===== src/inc/uart_fe_am_pkg.sv =====
package uart_fe_am_pkg;

    // ------------------------------------------------------------------
    // register indices (byte address is four times the index)
    // ------------------------------------------------------------------
    localparam int unsigned APB_ADDR_W           = 12;
    localparam int unsigned APB_DATA_W           = 32;
    localparam logic [7:0]  IDX_POWER_CONTROL    = 8'h87;
    localparam logic [7:0]  IDX_SERIAL_CONTROL   = 8'h98;
    localparam logic [7:0]  IDX_SERIAL_DATA      = 8'h99;
    localparam logic [7:0]  IDX_SLAVE_ADDR       = 8'hA9;
    localparam logic [7:0]  IDX_SLAVE_ADDR_MASK  = 8'hB9;
    localparam logic [7:0]  IDX_IRQ_STATUS       = 8'hC0;
    localparam logic [7:0]  IDX_IRQ_MASK         = 8'hC1;

    // ------------------------------------------------------------------
    // reset values and field positions
    // ------------------------------------------------------------------
    localparam logic [7:0]  RST_BYTE             = 8'h00;
    localparam int unsigned VIEW_SEL_BIT         = 6;
    localparam int unsigned IRQ_W                = 3;
    localparam int unsigned IRQ_RX_BIT           = 0;
    localparam int unsigned IRQ_TX_BIT           = 1;
    localparam int unsigned IRQ_FE_BIT           = 2;
    localparam logic        STOP_LEVEL           = 1'b1;
    localparam logic        START_LEVEL          = 1'b0;
    localparam logic        ADDR_MARK            = 1'b1;
    localparam logic [7:0]  ALL_ONES             = 8'hFF;
    localparam int unsigned DATA_BITS            = 8;
    localparam int unsigned BIT_CYCLES_DEF       = 16;

    // ------------------------------------------------------------------
    // types
    // ------------------------------------------------------------------
    typedef enum logic [1:0] {
        MODE_SHIFT, MODE_UART8, MODE_UART9_FIX, MODE_UART9_VAR
    } mode_type;

    typedef struct packed {
        logic shared_bit7;
        logic mode_sel_lo;
        logic addr_match_enable;
        logic receive_enable;
        logic tx_ninth_bit;
        logic rx_ninth_bit;
        logic tx_done_flag;
        logic rx_done_flag;
    } serial_control_type;

    typedef struct packed {
        logic [APB_ADDR_W-1:0] addr;
        logic                  write;
        logic [7:0]            wdata;
    } apb_req_type;

    typedef enum {RX_IDLE, RX_START, RX_DATA, RX_NINTH, RX_STOP} rx_state_type;
    typedef enum {TX_IDLE, TX_START, TX_DATA, TX_NINTH, TX_STOP} tx_state_type;

endpackage : uart_fe_am_pkg


===== src/hdl/uart_fe_am.sv =====
// Operation
// missing stop bit sets frame error flag
// view select 1: bit 7 is frame error
// view select 0: bit 7 is mode_sel_hi
// frame error cleared only by software write
// address compare only while addr_match_enable set
// 9-bit modes: done only on given/broadcast address
// ninth bit 1 marks address, 0 data
// mode 1: needs valid stop and address match
// mode field selects shift, 8-bit, 9-bit modes
// given address: slave_addr masked by slave_addr_mask
// broadcast: OR of both, zeros don't-care
// reset clears slave_addr and slave_addr_mask
// mode 0 ignores addr_match_enable
// receive starts only while receive_enable set
// hardware sets done flags; software clears them
`timescale 1ns/1ps
module uart_fe_am
    import uart_fe_am_pkg::*;
#(
    parameter int unsigned BIT_CYCLES = BIT_CYCLES_DEF
) (
    input  wire logic                  CLK_SYS_I,
    input  wire logic                  RST_I,
    input  wire logic                  PSEL_I,
    input  wire logic                  PENABLE_I,
    input  wire logic                  PWRITE_I,
    input  wire logic [APB_ADDR_W-1:0] PADDR_I,
    input  wire logic [APB_DATA_W-1:0] PWDATA_I,
    output logic      [APB_DATA_W-1:0] PRDATA_O,
    output logic                       PREADY_O,
    output logic                       PSLVERR_O,
    input  wire logic                  RXD_I,
    output logic                       TXD_O,
    output logic                       IRQ_O
);

    localparam int unsigned CW = (BIT_CYCLES > 2) ? $clog2(BIT_CYCLES) : 2;
    localparam logic [CW-1:0] CNT_LAST = CW'(BIT_CYCLES - 1);
    localparam logic [CW-1:0] CNT_HALF = CW'(BIT_CYCLES / 2);
    localparam logic [2:0]    BIT_LAST = 3'(DATA_BITS - 1);

    // ------------------------------------------------------------------
    // registers
    // ------------------------------------------------------------------
    serial_control_type ctrl_r;
    logic               frame_error_r;
    logic [7:0]         power_r;
    logic [7:0]         slave_addr_r;
    logic [7:0]         slave_mask_r;
    logic [7:0]         rx_buf_r;
    logic [IRQ_W-1:0]   irq_status_r;
    logic [IRQ_W-1:0]   irq_mask_r;
    logic [APB_DATA_W-1:0] prdata_r;

    apb_req_type        req;
    logic               setup;
    logic               access;
    logic               wr_en;
    logic               rd_done;
    logic               sel_pwr, sel_ctrl, sel_data, sel_sa, sel_sm, sel_st, sel_mk;
    logic               hit;
    logic               view_fe;
    mode_type           mode;
    serial_control_type ctrl_view;
    logic [7:0]         rd_mux;

    function automatic logic [APB_ADDR_W-1:0] byte_addr(input logic [7:0] idx);
        byte_addr = {2'b00, idx, 2'b00};
    endfunction : byte_addr

    assign req      = '{addr: PADDR_I, write: PWRITE_I, wdata: PWDATA_I[7:0]};
    assign setup    = PSEL_I & ~PENABLE_I;
    assign access   = PSEL_I & PENABLE_I;
    assign sel_pwr  = req.addr == byte_addr(IDX_POWER_CONTROL);
    assign sel_ctrl = req.addr == byte_addr(IDX_SERIAL_CONTROL);
    assign sel_data = req.addr == byte_addr(IDX_SERIAL_DATA);
    assign sel_sa   = req.addr == byte_addr(IDX_SLAVE_ADDR);
    assign sel_sm   = req.addr == byte_addr(IDX_SLAVE_ADDR_MASK);
    assign sel_st   = req.addr == byte_addr(IDX_IRQ_STATUS);
    assign sel_mk   = req.addr == byte_addr(IDX_IRQ_MASK);
    assign hit      = sel_pwr | sel_ctrl | sel_data | sel_sa | sel_sm | sel_st | sel_mk;
    assign wr_en    = access & req.write & hit;
    assign rd_done  = access & ~req.write & hit;
    assign PREADY_O  = 1'b1;
    assign PSLVERR_O = access & ~hit;
    assign PRDATA_O  = prdata_r;

    assign view_fe = power_r[VIEW_SEL_BIT];
    assign mode    = mode_type'({ctrl_r.shared_bit7, ctrl_r.mode_sel_lo});

    always_comb begin
        ctrl_view = ctrl_r;
        ctrl_view.shared_bit7 = view_fe ? frame_error_r : ctrl_r.shared_bit7;
    end

    always_comb begin
        rd_mux = 8'h00;
        case (1'b1)
            sel_pwr:  rd_mux = power_r;
            sel_ctrl: rd_mux = ctrl_view;
            sel_data: rd_mux = rx_buf_r;
            sel_sa:   rd_mux = slave_addr_r;
            sel_sm:   rd_mux = slave_mask_r;
            sel_st:   rd_mux = 8'(irq_status_r);
            sel_mk:   rd_mux = 8'(irq_mask_r);
            default:  rd_mux = 8'h00;
        endcase
    end

    // read data is captured in the setup cycle, so the access cycle answers at once
    always_ff @(posedge CLK_SYS_I) begin
        if (RST_I) begin
            prdata_r <= '0;
        end else if (setup && !req.write) begin
            prdata_r <= {24'h000000, rd_mux};
        end
    end

    // ------------------------------------------------------------------
    // receiver
    // ------------------------------------------------------------------
    rx_state_type rx_state_r;
    logic [CW-1:0] rx_cnt_r;
    logic [2:0]    rx_bit_r;
    logic [7:0]    rx_shift_r;
    logic          rx_ninth_r;
    logic          rx_tick;
    logic          rx_fin;
    logic          stop_ok;
    logic          given_hit;
    logic          bcast_hit;
    logic          filter;
    logic          accept;
    logic          fe_set;
    logic          rx_set;
    logic          nine_bit;

    assign nine_bit  = (mode == MODE_UART9_FIX) || (mode == MODE_UART9_VAR);
    assign rx_tick   = rx_cnt_r == CNT_LAST;
    assign rx_fin    = (rx_state_r == RX_STOP) && rx_tick;
    assign stop_ok   = RXD_I == STOP_LEVEL;
    assign given_hit = ((rx_shift_r ^ slave_addr_r) & slave_mask_r) == 8'h00;
    assign bcast_hit = ((rx_shift_r ^ ALL_ONES) & (slave_addr_r | slave_mask_r)) == 8'h00;
    assign filter    = ctrl_r.addr_match_enable && (mode != MODE_SHIFT);

    always_comb begin
        if (!filter) begin
            accept = 1'b1;
        end else if (mode == MODE_UART8) begin
            accept = stop_ok && (given_hit || bcast_hit);
        end else begin
            accept = (rx_ninth_r == ADDR_MARK) && (given_hit || bcast_hit);
        end
    end

    // the shift mode has no stop bit to check
    assign fe_set = rx_fin && !stop_ok && (mode != MODE_SHIFT);
    assign rx_set = rx_fin && accept;

    always_ff @(posedge CLK_SYS_I) begin
        if (RST_I) begin
            rx_state_r <= RX_IDLE;
            rx_cnt_r   <= '0;
            rx_bit_r   <= '0;
            rx_shift_r <= 8'h00;
            rx_ninth_r <= 1'b0;
        end else begin
            rx_cnt_r <= rx_tick ? '0 : rx_cnt_r + CW'(1);
            case (rx_state_r)
                RX_IDLE: begin
                    rx_cnt_r <= '0;
                    if (ctrl_r.receive_enable && RXD_I == START_LEVEL) begin
                        rx_state_r <= RX_START;
                    end
                end
                RX_START: begin
                    if (rx_cnt_r == CNT_HALF) begin
                        rx_cnt_r   <= '0;
                        rx_bit_r   <= '0;
                        rx_state_r <= (RXD_I == START_LEVEL) ? RX_DATA : RX_IDLE;
                    end
                end
                RX_DATA: begin
                    if (rx_tick) begin
                        rx_shift_r <= {RXD_I, rx_shift_r[7:1]};
                        rx_bit_r   <= rx_bit_r + 3'd1;
                        if (rx_bit_r == BIT_LAST) begin
                            rx_state_r <= nine_bit ? RX_NINTH : RX_STOP;
                        end
                    end
                end
                RX_NINTH: begin
                    if (rx_tick) begin
                        rx_ninth_r <= RXD_I;
                        rx_state_r <= RX_STOP;
                    end
                end
                RX_STOP: begin
                    if (rx_tick) begin
                        rx_state_r <= RX_IDLE;
                    end
                end
                default: rx_state_r <= RX_IDLE;
            endcase
        end
    end

    always_ff @(posedge CLK_SYS_I) begin
        if (RST_I) begin
            rx_buf_r <= 8'h00;
        end else if (rx_set) begin
            rx_buf_r <= rx_shift_r;
        end
    end

    // ------------------------------------------------------------------
    // transmitter
    // ------------------------------------------------------------------
    tx_state_type tx_state_r;
    logic [CW-1:0] tx_cnt_r;
    logic [2:0]    tx_bit_r;
    logic [7:0]    tx_shift_r;
    logic          txd_r;
    logic          tx_tick;
    logic          tx_start;
    logic          tx_set;

    assign tx_tick  = tx_cnt_r == CNT_LAST;
    // a write while busy is dropped; software waits for tx_done_flag
    assign tx_start = wr_en && sel_data && (tx_state_r == TX_IDLE);
    assign tx_set   = tx_tick && (tx_state_r == TX_STOP);
    assign TXD_O    = txd_r;

    always_ff @(posedge CLK_SYS_I) begin
        if (RST_I) begin
            tx_state_r <= TX_IDLE;
            tx_cnt_r   <= '0;
            tx_bit_r   <= '0;
            tx_shift_r <= 8'h00;
            txd_r      <= 1'b1;
        end else begin
            tx_cnt_r <= (tx_tick || tx_state_r == TX_IDLE) ? '0 : tx_cnt_r + CW'(1);
            case (tx_state_r)
                TX_IDLE: begin
                    txd_r <= STOP_LEVEL;
                    if (tx_start) begin
                        tx_shift_r <= req.wdata;
                        txd_r      <= START_LEVEL;
                        tx_state_r <= TX_START;
                    end
                end
                TX_START: begin
                    if (tx_tick) begin
                        txd_r      <= tx_shift_r[0];
                        tx_shift_r <= {1'b0, tx_shift_r[7:1]};
                        tx_bit_r   <= '0;
                        tx_state_r <= TX_DATA;
                    end
                end
                TX_DATA: begin
                    if (tx_tick) begin
                        tx_bit_r   <= tx_bit_r + 3'd1;
                        txd_r      <= tx_shift_r[0];
                        tx_shift_r <= {1'b0, tx_shift_r[7:1]};
                        if (tx_bit_r == BIT_LAST) begin
                            txd_r      <= nine_bit ? ctrl_r.tx_ninth_bit : STOP_LEVEL;
                            tx_state_r <= nine_bit ? TX_NINTH : TX_STOP;
                        end
                    end
                end
                TX_NINTH: begin
                    if (tx_tick) begin
                        txd_r      <= STOP_LEVEL;
                        tx_state_r <= TX_STOP;
                    end
                end
                TX_STOP: begin
                    if (tx_tick) begin
                        tx_state_r <= TX_IDLE;
                    end
                end
                default: tx_state_r <= TX_IDLE;
            endcase
        end
    end

    // ------------------------------------------------------------------
    // control registers; a hardware set always wins over a software clear
    // ------------------------------------------------------------------
    logic ctrl_wr;

    assign ctrl_wr = wr_en && sel_ctrl;

    always_ff @(posedge CLK_SYS_I) begin
        if (RST_I) begin
            ctrl_r <= serial_control_type'(RST_BYTE);
        end else begin
            if (ctrl_wr) begin
                ctrl_r <= serial_control_type'(req.wdata);
                if (view_fe) begin
                    ctrl_r.shared_bit7 <= ctrl_r.shared_bit7;
                end
            end
            if (rx_set) begin
                ctrl_r.rx_done_flag <= 1'b1;
                if (mode == MODE_UART8 || nine_bit) begin
                    ctrl_r.rx_ninth_bit <= nine_bit ? rx_ninth_r : stop_ok;
                end
            end
            if (tx_set) begin
                ctrl_r.tx_done_flag <= 1'b1;
            end
        end
    end

    always_ff @(posedge CLK_SYS_I) begin
        if (RST_I) begin
            frame_error_r <= 1'b0;
        end else if (fe_set) begin
            frame_error_r <= 1'b1;
        end else if (ctrl_wr && view_fe) begin
            frame_error_r <= req.wdata[7];
        end
    end

    always_ff @(posedge CLK_SYS_I) begin
        if (RST_I) begin
            power_r      <= RST_BYTE;
            slave_addr_r <= RST_BYTE;
            slave_mask_r <= RST_BYTE;
            irq_mask_r   <= '0;
        end else if (wr_en) begin
            if (sel_pwr) power_r      <= req.wdata;
            if (sel_sa)  slave_addr_r <= req.wdata;
            if (sel_sm)  slave_mask_r <= req.wdata;
            if (sel_mk)  irq_mask_r   <= req.wdata[IRQ_W-1:0];
        end
    end

    // ------------------------------------------------------------------
    // interrupt: only bits that the read returned are cleared
    // ------------------------------------------------------------------
    logic [IRQ_W-1:0] irq_set;
    logic [IRQ_W-1:0] irq_clr;

    always_comb begin
        irq_set = '0;
        irq_set[IRQ_RX_BIT] = rx_set;
        irq_set[IRQ_TX_BIT] = tx_set;
        irq_set[IRQ_FE_BIT] = fe_set;
    end

    assign irq_clr = (rd_done && sel_st) ? prdata_r[IRQ_W-1:0] : '0;

    always_ff @(posedge CLK_SYS_I) begin
        if (RST_I) begin
            irq_status_r <= '0;
        end else begin
            irq_status_r <= (irq_status_r & ~irq_clr) | irq_set;
        end
    end

    assign IRQ_O = |(irq_status_r & irq_mask_r);
endmodule : uart_fe_am


===== config.mk =====
export PLATFORM = sky130hd
export DESIGN_NAME = uart_fe_am
export DESIGN_NICKNAME = d
export VERILOG_FILES = /design/src/inc/uart_fe_am_pkg.sv /design/src/hdl/uart_fe_am.sv
export SDC_FILE = /design/constraint.sdc
export NUM_CORES = 1
export LEC_CHECK = 0
export BUFFER_PORTS_ARGS = -buffer_cell sky130_fd_sc_hd__buf_2
export CAP_MARGIN = 30
export CORE_ASPECT_RATIO = 0.7
export CORE_UTILIZATION = 45
export DETAILED_ROUTE_END_ITERATION = 12
export GPL_ROUTABILITY_DRIVEN = 0
export PLACE_DENSITY = 0.69
export REMOVE_ABC_BUFFERS = 1
export SLEW_MARGIN = 40
export SYNTH_ARGS = -nofsm -noshare
export SYNTH_HDL_FRONTEND = slang
export SYNTH_SLANG_ARGS = --single-unit

===== constraint.sdc =====
create_clock -name CLK_SYS_I -period 2.25 [get_ports CLK_SYS_I]
set_clock_uncertainty 0.2 [all_clocks]
set_input_delay 0.45 -clock CLK_SYS_I [delete_from_list [all_inputs] [get_ports CLK_SYS_I]]
set_output_delay 0.45 -clock CLK_SYS_I [all_outputs]
set_load 0.005 [all_outputs]

# Yosys cells after proc, flatten, opt, wreduce, memory -nomap -nowiden
# Cells that the tools add are included.
# word_totals
word_cells,199
out_inout_bits,36
ff_bits,151
input_bits,50
# classes
eq_ne,38
mux,54
bitwise_logic,27
n_reduce_logical,50
add_sub_neg,4
# op_table
op,count
32-bit 2-to-1 mux,12
32-bit case mux with 5 select lines,2
"32-bit by 2-bit == test with 1-bit output, second input constant",4
32-bit zero test,3
"12-bit by 10-bit == test with 1-bit output, second input constant",7
"32-bit by 1-bit == test with 1-bit output, second input constant",2
"32-bit by 3-bit == test with 1-bit output, second input constant",2
"32-bit by 4-bit == test with 1-bit output, second input constant",2
8-bit 2-to-1 mux,7
3-bit 2-to-1 mux,9
"2-bit != test, second input constant",12
8-bit AND,2
8-bit zero test,2
1-bit 2-to-1 mux,16
8-bit case mux with 2 select lines,1
1-bit logical AND,15
2-bit AND reduction,7
2-bit nonzero test,7
"4-bit == test, second input constant",3
3-bit case mux with 2 select lines,2
6-bit AND reduction,2
3-bit AND reduction,3
"4-bit by 1-bit adder with 4-bit output, second input constant",2
4-bit 2-to-1 mux,2
other kinds (23),47

# Logic depth before layout (Yosys ltp)
# logic_depth
depth_word,13
depth_mapped,8
mapped_depth_nobuf,7

# Least setup slack after synthesis
# OpenSTA, ideal clock, no wires.
# synth_path
kind,in2reg
startpoint,input port PADDR_I[1]
endpoint,register power_r[7]
path_buffers,0
required_ns,1.918
setup_ns,0.132
t_arrival_ns,1.838
slack_ns,0.080
cell_stages,5
cell_sequence,or4b_2 -> nor3_4 -> nand2_1 -> nand2_1 -> a21oi_1
# synth_between
elab_chain_len,9
word_cells_on_any_way,15
cone_classes,eq/ne (7); bitwise (7); reduce/logical (1)
# synth_rtl
item,line,source
"start, declared",uart_fe_am.sv:28,"input wire logic [APB_ADDR_W-1:0] PADDR_I,"
"12-bit by 10-bit == test with 1-bit output, on equally long branches","uart_fe_am.sv:75, uart_fe_am.sv:76",
1-bit bitwise OR (6 in series),uart_fe_am.sv:82,assign hit = sel_pwr | sel_ctrl | sel_data | sel_sa | sel_sm | sel_st | sel_mk;
1-bit AND,uart_fe_am.sv:83,assign wr_en = access & req.write & hit;
2-bit AND reduction (no line) (*),-,
"end signal, assigned",uart_fe_am.sv:334,if (sel_pwr) power_r <= req.wdata;
"end, declared",uart_fe_am.sv:48,logic [7:0] power_r;
# Mark *: on every way between the ends. The rest lies on a longest branch, timed or not.
# A chain may end at the register's enable or synchronous reset.

# Worst setup path in the final report
# layout_path
startpoint,input port PADDR_I[7]
endpoint,output port PSLVERR_O
# layout_between
elab_chain_len,9
word_cells_on_any_way,15
cone_classes,eq/ne (7); bitwise (8)
# layout_rtl
item,line,source
"12-bit by 10-bit == test with 1-bit output, on equally long branches","uart_fe_am.sv:75, uart_fe_am.sv:76",
1-bit bitwise OR (5 in series),uart_fe_am.sv:82,
1-bit bitwise OR (*),uart_fe_am.sv:82,
1-bit NOT (*),uart_fe_am.sv:86,assign PSLVERR_O = access & ~hit;
1-bit AND (*),uart_fe_am.sv:86,
"end, declared",uart_fe_am.sv:32,"output logic PSLVERR_O,"
# Marks and branches as above.

==> results.toml <==
[timing]
hold_ws_ns = 0.225
grt_setup_unrepaired = "yes"
min_period_ns = 2.25
max_slew.worst_pin.slew_ns = 0.811
final-setup-viol-count = 0
timing.final.max_slew_violations = 0
period_share_pct = 99.9
fmax_mhz = 445
maxSlewHeadroom_pct = 45.6
hold_viol_final = 0

[clocking]
ctsHoldBuffers = 0
cts_made_buffers = 9
clockRootBuffer = "clkbuf_16"
htree_levels = 3
cts_tree = "built"
clk_pin_slew_ns = 0.06
clk_latency_ns = 0.35
cts_setup_buffers = 0
clk_path_buf_depth = 2
clock_sinks = 93

[min_path]
hold_path.class = "primary input to flop"
holdPathStages = 3
holdPathEnd = "irq_mask_r[1]"
hp-start = "PWDATA_I[1]"

[floorplanning]
die_area_mm2 = 0.0116
fp.dieW_um = 128
rows = 31
die_h_um = 90.4
pin_count = 86
core_area_mm2 = 0.0106
initial_utilization_pct = 47.5

[critical_path]
r2r_end = "rx_bit_r[0]"
worstRegToRegCells = 7
cp-end-kind = "primary output"
slowest_delay_ns = 0.57
path_cells = "buf_6 > or4bb_4 > a211oi_4 > a2111oi_4 > buf_2"
worstSetupStartpointType = "primary input"
timing.rr.start = "rx_cnt_r[0]"
worst-path-max-fanout = 4
reg2reg_slack_ns = 0.14
worst_ep_required_time_ns = 1.60
critical_path.slowest_cell = "or4bb_4"
arrival_ns = 1.60
path_class = "primary input to primary output"

[grt]
grt.overflow.total = 0
grt_pass1_wl_um = 21400
grt_max_degree = 27
grt_usage_pct = 23.6
first_global_vias = 4153
antenna_found_initial = 0

[layout]
ff_latch_area_mm2 = 0.00186
fin_area_mm2 = 0.00584
drive_above_1_share_pct = 19.1
stdcell_count = 797
multiInputGateArea_mm2 = 0.00294
n_fill_cell = 970
nets = 701
synthToLayoutAreaGrowth_pct = 16.2
final_util_pct = 55.1
antenna_cells = 0

[route]
wl_per_cell_um = 17.0
drc_errors = 0
drtIter0Drc = 423
drtAntennaViolNets = 0
wl_um = 13500
num_vias = 4579
drtPass1Iterations = 8
vias_per_cell = 5.75

[yosys]
synth_warnings = 0
ys_ff_latch = 93
synth_cells = 594
async_reset_ff_share_pct = 0
yosysSeqAreaShare_pct = 37.0
ys_types = 68
synth-main-ff-cell = "dfxtp_1"
syn_area_per_cell_um2 = 8.46
synth_area_mm2 = 0.00503
synth_edf_count = 0

[pwr]
peakVddDrop_uv = 407
power.density_mw_per_mm2 = 579
p_leak_nw = 2.35
p_total_mw = 3.38

[placed_design]
dp_hpwl_um = 9910
io_buffers = 36
placed_area_mm2 = 0.00547
place_inst = 781

[run]
drv_cap = 0

[status]
status = "finished clean"
routing by layer:
layer	vias to the layer above	track usage, %	part of all wire, %
met1	2198	33.6	47
met3	34	5.33	7.8
met5	-	0	0
li1	2173	-	-
met4	0	8.53	2.1
met2	174	34.5	43
cells in the final DEF (no fill, tap or decap), types with 8 or more instances in the layout:
cell type  count
o22ai_1       10
xor2_1        10
conb_1        25
dfxtp_1       93
nand2_1       60
mux2i_1       45
buf_4         34
a21oi_1       51
nand2b_1      12
mux2_2        10
a211oi_1       8
o21ai_0       22
nor2_1        60
clkbuf_16      9
nand3_1       34
buf_2         33
nor2b_1        9
inv_1          8
power breakdown:
| part | leakage [nW] | internal (mW) | switching [mW] |
|---|---|---|---|
| Combinational | 1.47 | 0.105 | 0.165 |
| Clock | 0.138 | 0.804 | 0.629 |
| Sequential | 0.750 | 1.66 | 0.0167 |
critical path: cells and delay by family:
family / cells / cell delay, ns
and+or+nand+nor: 1 / 0.57
AOI/OAI and AO/OA: 2 / 0.34
buffers and inverters: 2 / 0.23
metrics by stage:
stage                     setup slack (ns)  setup TNS (ns)
after floorplan                    -0.0838          -0.745
after global placement              -0.142           -1.99
after detailed placement            -0.186           -3.68
after CTS                          0.00113               0
after global routing               -0.0156         -0.0156
final                              0.00275               0
Yosys cell counts, types with 5 or more instances:
library cell,n,area share [%]
a21oi_1,51,5.1
ha_1,7,1.7
clkbuf_1,20,1.5
o21ai_0,22,2.2
xor2_1,10,1.7
nor2_1,60,4.5
o22ai_1,10,1.2
buf_4,26,3.9
nand2b_1,12,1.5
a211oi_1,9,1.3
buf_2,6,0.60
mux2_2,10,2.2
nand3_1,35,3.5
nor3b_1,6,0.90
nand3b_1,5,0.75
a222oi_1,5,1.0
or3_1,5,0.62
mux2i_1,45,9.0
nor3_1,7,0.70
nor2b_1,10,1.2
inv_1,9,0.67
nand2_1,61,4.6
a31oi_1,5,0.62
dfxtp_1,93,37
layout make-up:
cell class | instances | share of cell area, %
inverters | 9 | 0.579
multi-input cells | 457 | 50.4
repair buffers | 74 | 9.15
flip-flops and latches | 93 | 31.9
clock buffers | 12 | 4.39
well taps | 148 | 3.17
clock inverters | 4 | 0.386
logic make-up after synthesis:
logic type                 Yosys count  synth area share, %
AOI/OAI and AO/OA                  126                 15.8
other                                2                0.149
adders and majority gates            7                 1.74
muxes                               55                 11.2
xor gates and xnor gates            12                 2.09
DFF                                 93                 37.0
and+or+nand+nor                    232                 24.5
buffers and inverters               67                 7.54
repair_timing:
| action | CTS | global route |
|---|---|---|
| pin swaps | 2 | 4 |
| gates resized for setup | 5 | 16 |
| endpoints found under the setup margin | 1 | 3 |
registers in the layout, indices dropped and copies added (netlist names), 4 cells and up:
name and flops:
PRDATA_O 8, ctrl_r 8, power_r 8, rx_buf_r 8
rx_cnt_r 4, rx_shift_r 8, slave_addr_r 8, slave_mask_r 8
tx_cnt_r 4, tx_shift_r 8
worst max-delay path by stage:
stage / cells after the start / from / slack, ns / end
CTS: 5 / PADDR_I[8] / 0.001 / PSLVERR_O
floorplan: 5 / PADDR_I[1] / -0.08 / power_r[0]
detailed placement: 5 / PADDR_I[1] / -0.19 / PSLVERR_O
global route: 5 / PADDR_I[7] / -0.02 / PSLVERR_O
finish: 5 / PADDR_I[7] / 0.003 / PSLVERR_O
global placement: 5 / PADDR_I[1] / -0.14 / PSLVERR_O
Note: power is estimated with default switching activity, not from simulation.
